## config.mk

```make
export PLATFORM = sky130hd
export DESIGN_NAME = gcm_mapper_flat
export DESIGN_NICKNAME = d
export VERILOG_FILES = /design/src/gcm_pkg.sv /design/src/gcm_link_if.sv /design/src/gcm_mapper.sv /design/src/flat_wrapper.sv
export SDC_FILE = /design/constraint.sdc
export NUM_CORES = 1
export LEC_CHECK = 0
export BUFFER_PORTS_ARGS = -buffer_cell sky130_fd_sc_hd__buf_2
export CORE_MARGIN = 2
export CORE_UTILIZATION = 50
export DETAILED_ROUTE_END_ITERATION = 8
export PLACE_DENSITY_LB_ADDON = 0.1
export SETUP_SLACK_MARGIN = 0.1
export SYNTH_ARGS = -nofsm -noshare
export SYNTH_HDL_FRONTEND = slang
export SYNTH_SLANG_ARGS = --single-unit
```

## constraint.sdc

```tcl
create_clock -name CLK -period 7.5 [get_ports CLK]
set_input_delay 0.75 -clock CLK [delete_from_list [all_inputs] [get_ports CLK]]
set_output_delay 0.75 -clock CLK [all_outputs]
set_load 0.005 [all_outputs]
```

## src/gcm_pkg.sv

```systemverilog
// constants shared by the cbr mapper, the de-mapper and their link
// assumes both ends run on one clock and share these figures unchanged
package gcm_pkg;

  // ==========================================================
  // server frame geometry
  localparam int M_BYTES = 2;                  // bytes per payload block
  localparam int BLK_W   = 8 * M_BYTES;        // block width m in bits
  localparam int P_SRV   = 16;                 // payload blocks per frame
  localparam int POS_W   = 5;                  // frame position width
  localparam int ACC_W   = 6;                  // holds up to 2*P_SRV-1
  localparam int CNT_W   = 10;                 // entity count width
  localparam int OH_W    = 8;                  // overhead field width

  localparam logic [POS_W-1:0] POS_OH   = 5'h00; // overhead position
  localparam logic [POS_W-1:0] POS_ONE  = 5'h01; // first payload position
  localparam logic [POS_W-1:0] POS_LAST = 5'h10; // last payload position
  localparam logic [ACC_W-1:0] ACC_P    = 6'h10; // capacity, accumulator width
  localparam logic [CNT_W-1:0] CNT_P    = 10'h010; // capacity, count width

  // ==========================================================
  // granularity: n=8 by default, n=1 on request
  localparam int SH_N8   = 3;                  // bits per byte, log2
  localparam int SH_BYTE = 1;                  // log2(m/n) for n=8
  localparam int SH_BIT  = 4;                  // log2(m/n) for n=1
  localparam logic [CNT_W-1:0] RATIO_BYTE = 10'h002; // m/n for n=8
  localparam logic [CNT_W-1:0] RATIO_BIT  = 10'h010; // m/n for n=1

  // ==========================================================
  // buffers
  localparam int BUF_AW    = 6;                // buffer address width
  localparam int BUF_DEPTH = 64;               // buffer bytes
  localparam logic [BUF_AW:0] FILL_FULL = 7'h40; // buffer full
  localparam logic [BUF_AW:0] FILL_HI   = 7'h30; // too full: send more
  localparam logic [BUF_AW:0] FILL_LO   = 7'h08; // too empty: send fewer
  localparam logic [BUF_AW:0] PTR_STEP  = 7'h02; // pointer step per block

  // ==========================================================
  // client clock regeneration: bits per frame period
  localparam logic [CNT_W-1:0] NCO_MOD  = 10'h088; // 17 cycles * 8 bits

endpackage

```

## src/gcm_link_if.sv

```systemverilog
// server link between the cbr mapper and the de-mapper
// assumes both ends share one clock; the testbench joins them here
`timescale 1ns/1ns
interface gcm_link_if;

  // ==========================================================
  // server word stream: one overhead word, then the payload blocks
  logic [gcm_pkg::BLK_W-1:0] srv_data; // overhead or payload block
  logic                      srv_oh;   // marks the overhead word

  modport mapper   (output srv_data, output srv_oh);
  modport demapper (input  srv_data, input  srv_oh);

endinterface

```

## src/gcm_mapper.sv

```systemverilog
// cbr mapper: client bytes into a server frame with a sigma-delta pattern
// assumes client strobes are on CLK and the de-mapper reads gcm_link_if
//
// What this block and the de-mapper do
// - fresh entity count measured every server frame
// - fractional rate gives floor, floor+1 sequence
// - block count never exceeds payload capacity
// - count first, overhead next, then payload
// - client written continuously, read by count
// - de-mapper extracts count, gates writes, regenerates clock
// - position j data when j*count mod P below count
// - accumulator cleared at every frame start
// - sum below capacity: store, mark stuff
// - sum at capacity: subtract, store, mark data
// - both ends same start value and count
// - start-up slips: first de-mapper tick finds its buffer empty, sets BUF_ERR
// - byte timing granularity by default
// - single-bit timing granularity selectable
// - payload placed in blocks of M bytes
// - leftover entities signalled in overhead
// - residual is count minus ratio times blocks, taken before fill steering and limits
// - server timing independent of client timing
// - residual sum reaching m/n adds one block
// - fill level steers extra or fewer blocks
`timescale 1ns/1ns
module gcm_mapper (
  input  wire logic       CLK,
  input  wire logic       RST_N,
  input  wire logic       GRAN_BIT,
  input  wire logic [7:0] CLIENT_DATA,
  input  wire logic       CLIENT_VALID,
  output logic            BUF_OVF,
  gcm_link_if.mapper      LINK
);

  // ==========================================================
  // declarations
  logic [gcm_pkg::POS_W-1:0]  pos_reg;       // frame position, 0 = overhead
  logic [gcm_pkg::POS_W-1:0]  pos_next;      // next frame position
  logic [gcm_pkg::CNT_W-1:0]  arr_reg;       // client bytes this frame
  logic [gcm_pkg::CNT_W-1:0]  rsum_reg;      // running residual sum
  logic [gcm_pkg::CNT_W-1:0]  rsum_next;     // next residual sum
  logic [gcm_pkg::CNT_W-1:0]  cm_reg;        // block count of this frame
  logic [gcm_pkg::ACC_W-1:0]  acc_reg;       // sigma-delta accumulator
  logic [gcm_pkg::ACC_W-1:0]  acc_sum;       // accumulator plus count
  logic [gcm_pkg::BUF_AW:0]   wr_ptr_reg;    // buffer write pointer
  logic [gcm_pkg::BUF_AW:0]   rd_ptr_reg;    // buffer read pointer
  logic [gcm_pkg::BUF_AW:0]   fill;          // bytes held in the buffer
  logic [gcm_pkg::BLK_W-1:0]  srv_data_reg;  // link word
  logic                       srv_oh_reg;    // link overhead marker
  logic                       ovf_reg;       // sticky buffer overflow
  logic                       is_data;       // this position carries data
  logic [gcm_pkg::BLK_W-1:0]  blk;           // next block from the buffer
  logic [7:0]                 buf_mem [gcm_pkg::BUF_DEPTH]; // client buffer
  // count computation terms
  logic [gcm_pkg::CNT_W-1:0]  cn;            // entities in last frame
  logic [gcm_pkg::CNT_W-1:0]  ratio;         // m/n
  logic [gcm_pkg::CNT_W-1:0]  cm_base;       // floor(cn*n/m)
  logic [gcm_pkg::CNT_W-1:0]  cnd;           // leftover entities
  logic [gcm_pkg::CNT_W-1:0]  rsum;          // residual sum before carry
  logic                       carry;         // residual sum wrapped
  logic [gcm_pkg::CNT_W-1:0]  cm_acc;        // count after residual carry
  logic [gcm_pkg::CNT_W-1:0]  resid;         // signed residual for overhead
  logic [gcm_pkg::CNT_W-1:0]  cm_adj;        // count after fill steering
  logic [gcm_pkg::CNT_W-1:0]  avail;         // whole blocks in the buffer
  logic [gcm_pkg::CNT_W-1:0]  cm_fin;        // count sent this frame

  assign fill = wr_ptr_reg - rd_ptr_reg;

  // ==========================================================
  // free-running frame timing, blind to client strobes
  always_comb begin
    if (pos_reg == gcm_pkg::POS_LAST) begin
      pos_next = gcm_pkg::POS_OH;
    end else begin
      pos_next = pos_reg + gcm_pkg::POS_ONE;
    end
  end

  always_ff @(posedge CLK or negedge RST_N) begin
    if (!RST_N) begin
      pos_reg <= 5'h00;
    end else begin
      pos_reg <= pos_next;
    end
  end

  // ==========================================================
  // arrival counter: bytes seen over the last frame period
  always_ff @(posedge CLK or negedge RST_N) begin
    if (!RST_N) begin
      arr_reg <= 10'h000;
    end else if (pos_reg == gcm_pkg::POS_OH) begin
      arr_reg <= gcm_pkg::CNT_W'(CLIENT_VALID);
    end else begin
      arr_reg <= arr_reg + gcm_pkg::CNT_W'(CLIENT_VALID);
    end
  end

  // ==========================================================
  // per-frame count: entities, blocks, residual and steering
  always_comb begin
    // entity size n: 1 bit or 8 bits
    if (GRAN_BIT) begin
      cn      = arr_reg << gcm_pkg::SH_N8;
      ratio   = gcm_pkg::RATIO_BIT;
      cm_base = cn >> gcm_pkg::SH_BIT;
      cnd     = cn - (cm_base << gcm_pkg::SH_BIT);
    end else begin
      cn      = arr_reg;
      ratio   = gcm_pkg::RATIO_BYTE;
      cm_base = cn >> gcm_pkg::SH_BYTE;
      cnd     = cn - (cm_base << gcm_pkg::SH_BYTE);
    end
    // leftover entities carry into a block when they reach m/n
    rsum  = rsum_reg + cnd;
    carry = (rsum >= ratio);
    if (carry) begin
      rsum_next = rsum - ratio;
      resid     = cnd - ratio;
    end else begin
      rsum_next = rsum;
      resid     = cnd;
    end
    cm_acc = cm_base + gcm_pkg::CNT_W'(carry);
    // buffer fill steers the count while the rate settles
    if (fill > gcm_pkg::FILL_HI) begin
      cm_adj = cm_acc + 10'h001;
    end else if ((fill < gcm_pkg::FILL_LO) && (cm_acc != 10'h000)) begin
      cm_adj = cm_acc - 10'h001;
    end else begin
      cm_adj = cm_acc;
    end
    // never promise more blocks than held or than fit
    avail = gcm_pkg::CNT_W'(fill >> gcm_pkg::SH_BYTE);
    if (cm_adj > avail) begin
      cm_fin = avail;
    end else if (cm_adj > gcm_pkg::CNT_P) begin
      cm_fin = gcm_pkg::CNT_P;
    end else begin
      cm_fin = cm_adj;
    end
  end

  // ==========================================================
  // count and residual sum, updated in the overhead slot
  always_ff @(posedge CLK or negedge RST_N) begin
    if (!RST_N) begin
      cm_reg   <= 10'h000;
      rsum_reg <= 10'h000;
    end else if (pos_reg == gcm_pkg::POS_OH) begin
      cm_reg   <= cm_fin;
      rsum_reg <= rsum_next;
    end
  end

  // ==========================================================
  // sigma-delta data/stuff decision per payload position
  always_comb begin
    acc_sum = acc_reg + gcm_pkg::ACC_W'(cm_reg);
    is_data = (acc_sum >= gcm_pkg::ACC_P);
  end

  always_ff @(posedge CLK or negedge RST_N) begin
    if (!RST_N) begin
      acc_reg <= 6'h00;
    end else if (pos_reg == gcm_pkg::POS_OH) begin
      acc_reg <= 6'h00;
    end else if (is_data) begin
      acc_reg <= acc_sum - gcm_pkg::ACC_P;
    end else begin
      acc_reg <= acc_sum;
    end
  end

  // ==========================================================
  // client buffer: writes follow the client, reads follow the count
  always_ff @(posedge CLK) begin
    if (CLIENT_VALID && (fill != gcm_pkg::FILL_FULL)) begin
      buf_mem[wr_ptr_reg[gcm_pkg::BUF_AW-1:0]] <= CLIENT_DATA;
    end
  end

  always_ff @(posedge CLK or negedge RST_N) begin
    if (!RST_N) begin
      wr_ptr_reg <= 7'h00;
      ovf_reg    <= 1'b0;
    end else if (CLIENT_VALID) begin
      if (fill != gcm_pkg::FILL_FULL) begin
        wr_ptr_reg <= wr_ptr_reg + 7'h01;
      end else begin
        ovf_reg <= 1'b1;                         // byte lost, flag it
      end
    end
  end

  // block assembly: first buffered byte in the low lane
  genvar k;
  generate
    for (k = 0; k < gcm_pkg::M_BYTES; k++) begin : g_lane
      assign blk[8*k +: 8] =
        buf_mem[rd_ptr_reg[gcm_pkg::BUF_AW-1:0] + gcm_pkg::BUF_AW'(k)];
    end
  endgenerate

  always_ff @(posedge CLK or negedge RST_N) begin
    if (!RST_N) begin
      rd_ptr_reg <= 7'h00;
    end else if ((pos_reg != gcm_pkg::POS_OH) && is_data) begin
      rd_ptr_reg <= rd_ptr_reg + gcm_pkg::PTR_STEP;
    end
  end

  // ==========================================================
  // link word: overhead {residual, count}, then data or stuff
  always_ff @(posedge CLK or negedge RST_N) begin
    if (!RST_N) begin
      srv_data_reg <= 16'h0000;
      srv_oh_reg   <= 1'b0;
    end else if (pos_reg == gcm_pkg::POS_OH) begin
      srv_data_reg <= {resid[gcm_pkg::OH_W-1:0],
                       cm_fin[gcm_pkg::OH_W-1:0]};
      srv_oh_reg   <= 1'b1;
    end else if (is_data) begin
      srv_data_reg <= blk;
      srv_oh_reg   <= 1'b0;
    end else begin
      srv_data_reg <= 16'h0000;
      srv_oh_reg   <= 1'b0;
    end
  end

  // ==========================================================
  // outputs
  assign LINK.srv_data = srv_data_reg;
  assign LINK.srv_oh   = srv_oh_reg;
  assign BUF_OVF       = ovf_reg;

endmodule

```

## src/flat_wrapper.sv

```systemverilog
// flat-port wrapper written by rule: the top's interface ports become plain ports
module gcm_mapper_flat 
  (CLK, RST_N, GRAN_BIT, CLIENT_DATA, CLIENT_VALID, BUF_OVF, LINK_srv_data, LINK_srv_oh);
  gcm_link_if LINK_i ();
  input  wire logic CLK;
  input  wire logic RST_N;
  input  wire logic GRAN_BIT;
  input  wire logic [7:0] CLIENT_DATA;
  input  wire logic CLIENT_VALID;
  output logic BUF_OVF;
  output wire logic [$bits(LINK_i.srv_data)-1:0] LINK_srv_data;
  output wire logic [$bits(LINK_i.srv_oh)-1:0] LINK_srv_oh;
  assign LINK_srv_data = LINK_i.srv_data;
  assign LINK_srv_oh = LINK_i.srv_oh;
  gcm_mapper u_core (.CLK(CLK), .RST_N(RST_N), .GRAN_BIT(GRAN_BIT), .CLIENT_DATA(CLIENT_DATA), .CLIENT_VALID(CLIENT_VALID), .BUF_OVF(BUF_OVF), .LINK(LINK_i));
endmodule
```

==> flow_summary.ini <==
[status]
status = finished clean

[routing]
ant_nets = 0
wl_mm = 52.66
met2_length_mm = 25.28
top_layer = met4
drt_iter0_markers = 1098
dr_total_vias = 12296
routedWlPerCell_um = 25.57
drc = 0
wl_met3_mm = 2.491
viasPerCell = 5.969
wirelength_met1_mm = 23.91
drt_first_pass_iters = 5

[yosys]
synth_ff_type = edfxtp_1
yosysUniqueCellTypes = 77
yosys-top-cells-area = edfxtp_1 63%, mux4_2 15%, dfrtp_1 7.0%
netlist_instances = 1354
synth_edf_count = 512
synth-seq-area-share_pct = 69.90
async_flop_share_pct = 11.72
yosysTopAreaCellShare_pct = 62.93
syn_area_um2 = 24430
ys_ff_latch = 580
yosysTopAreaCell = edfxtp_1
syn_avg_cell_area_um2 = 18.04
ys_warn_count = 0
syn_nets = 1401

[timing]
fmax_mhz = 149.0
setup_violations = 0
skew_ns = 0.01588
drv_slew = 0
slew_headroom_pct = 33.43
setup_tns_ns = 0
tightest_slew_ns = 0.9986
finalCritPeriodShare_pct = 89.50
postLayoutSetupSlackWorst_ns = 0.7872
rsz0062_at_grt = false
period_minus_slack_ns = 6.713
hold_viol_final = 0

[layout]
fin_util_pct = 55.66
largest_reg_flops = 512
nets = 1441
multiInputGateArea_um2 = 6968
diodes = 0
seqCellArea_um2 = 17080
mostFrequentLayoutCell = edfxtp_1
drive_gt1_share_pct = 22.67
area_growth_pct = 10.61
fin_cells = 2060
nFillCells = 3718
final_cell_mix = 512 x edfxtp_1, 160 x mux4_2, 101 x nor2_1

[setup_path]
worstSetupStartpointType = register
end_kind = register
worstPathArrival_ns = 7.23
cpMostUsedCell = ha_1
worst_ep_required_time_ns = 8.02
cp_slowest_stage_delay_ns = 0.48
path_class = reg2reg
crit_fanout = 8
slowest_stage = nor2_1

[global_routing]
grt_max_degree = 132
overflow = 0
grt_pass1_vias = 12539
antenna_found_initial = 1
grt_pass1_wl_mm = 80.43
grt_usage_pct = 21.48

[placement]
port_buffers = 29
routabilityCongestion = 0.8173
pre_cts_slack_ns = 0.1616
dp_hpwl_mm = 31.03
placed_cells = 1955

[clock_network]
clock-sinks = 580
tritoncts = done
numCtsBuffers = 59
clk_latency_ns = 0.61
root_buffer = clkbuf_16
cts_post_setup_buffers_inserted = 0
path_clk_slew_ns = 0.06
h-tree-depth = 2
ctsLongestPathBuffers = 3

[floorplanning]
die_h_um = 225.0
rows = 81
die_area_um2 = 50650
io_pins = 30
core_area_um2 = 48550
die_w_um = 225.0
start_util_pct = 50.33

[min_path]
hold_path_class = in2async

[flow_run]
maxCapViolCount = 0

[power]
power.total_w = 0.01048
p_per_area_nw_per_um2 = 387.7
p_leak_nw = 8.983
ir_drop_mv = 0.3294
-- worst paths after layout --
kind | slack (ns) | from | depth (start not counted) | endpoint
max | 0.79 | u_core.arr_reg[0] | 28 | u_core.cm_reg[4]
min | 0.25 | RST_N | 1 | u_core.pos_reg[3]
max reg2reg | 0.79 | u_core.arr_reg[0] | 28 | u_core.cm_reg[4]
min reg2reg | 0.49 | u_core.wr_ptr_reg[6] | 1 | u_core.wr_ptr_reg[6]
max in group asynchronous | 6.50 | RST_N | 1 | u_core.rd_ptr_reg[1]
min in group CLK | 0.49 | u_core.wr_ptr_reg[6] | 1 | u_core.wr_ptr_reg[6]
-- Yosys cell counts (7+ instances only) --
master      n
a21o_1     11
a21oi_1    30
and2_1      9
buf_1      26
clkbuf_1   33
dfrtp_1    68
edfxtp_1  512
ha_1       33
inv_1      26
mux2i_1    13
mux4_2    160
nand2_1    68
nand2b_1    7
nand3_1    27
nand4_1    13
nor2_1    101
nor2b_1     7
nor3_1     11
o21ai_0    28
o22ai_1     9
or3_1      11
xnor2_1    35
xor2_1     11
-- cell families (layout without fill, tap and decap cells) --
| family | count (synthesis) | in the layout | share of synthesized area (%) |
|---|---|---|---|
| compound gates | 125 | 125 | 3.457 |
| xor+xnor | 47 | 47 | 1.762 |
| fa+ha+maj | 35 | 35 | 1.854 |
| buf+inv | 97 | 181 | 1.634 |
| flops | 580 | 580 | 69.90 |
| mux | 178 | 178 | 15.54 |
| simple gates | 292 | 292 | 5.854 |
-- through the flow --
step / hold slack (ns) / instance area, um^2
detailed placement: 0.4818 / 25230
floorplan: 0.4541 / 24430
global placement: 0.4732 / 25230
global route: 0.3335 / 27020
CTS: 0.2968 / 27010
finish: 0.2513 / 27020
-- metal layers --
layer  vias to the layer above  track usage (%)
met3                        71            2.751
met1                      6424            31.90
met2                       325            34.02
li1                       5476                -
met4                         0            5.747
met5                         -                0
-- what timing repair did --
action / CTS / global route
hold buffers: 0 / 0
resized for setup: 0 / 3
endpoints found under the setup margin: 0 / 12
-- critical path, delay by kind of cell (launching register included) --
family	cells	cell delay, ns
muxes	1	0.32
and+or+nand+nor	10	2.59
DFF	1	0.38
AOI/OAI and AO/OA	9	1.50
buffers and inverters	2	0.28
xor gates and xnor gates	1	0.27
adders and majority gates	5	1.28
-- report_power, final --
part	switching [W]	leakage [nW]	internal, W
Clock	0.00120	0.882	0.00157
Combinational	0.00215	2.64	0.00163
Sequential	0.000181	5.46	0.00375
-- layout make-up --
| cell class | count | area share [%] |
|---|---|---|
| Sequential cell | 580 | 63.22 |
| Tap cell | 622 | 2.880 |
| Clock inverter | 29 | 0.7871 |
| Inverter | 31 | 0.4306 |
| Timing Repair Buffer | 45 | 1.083 |
| Clock buffer | 76 | 5.811 |
| Multi-Input combinational cell | 677 | 25.79 |
No activity file was read; power rests on OpenSTA's default activity.
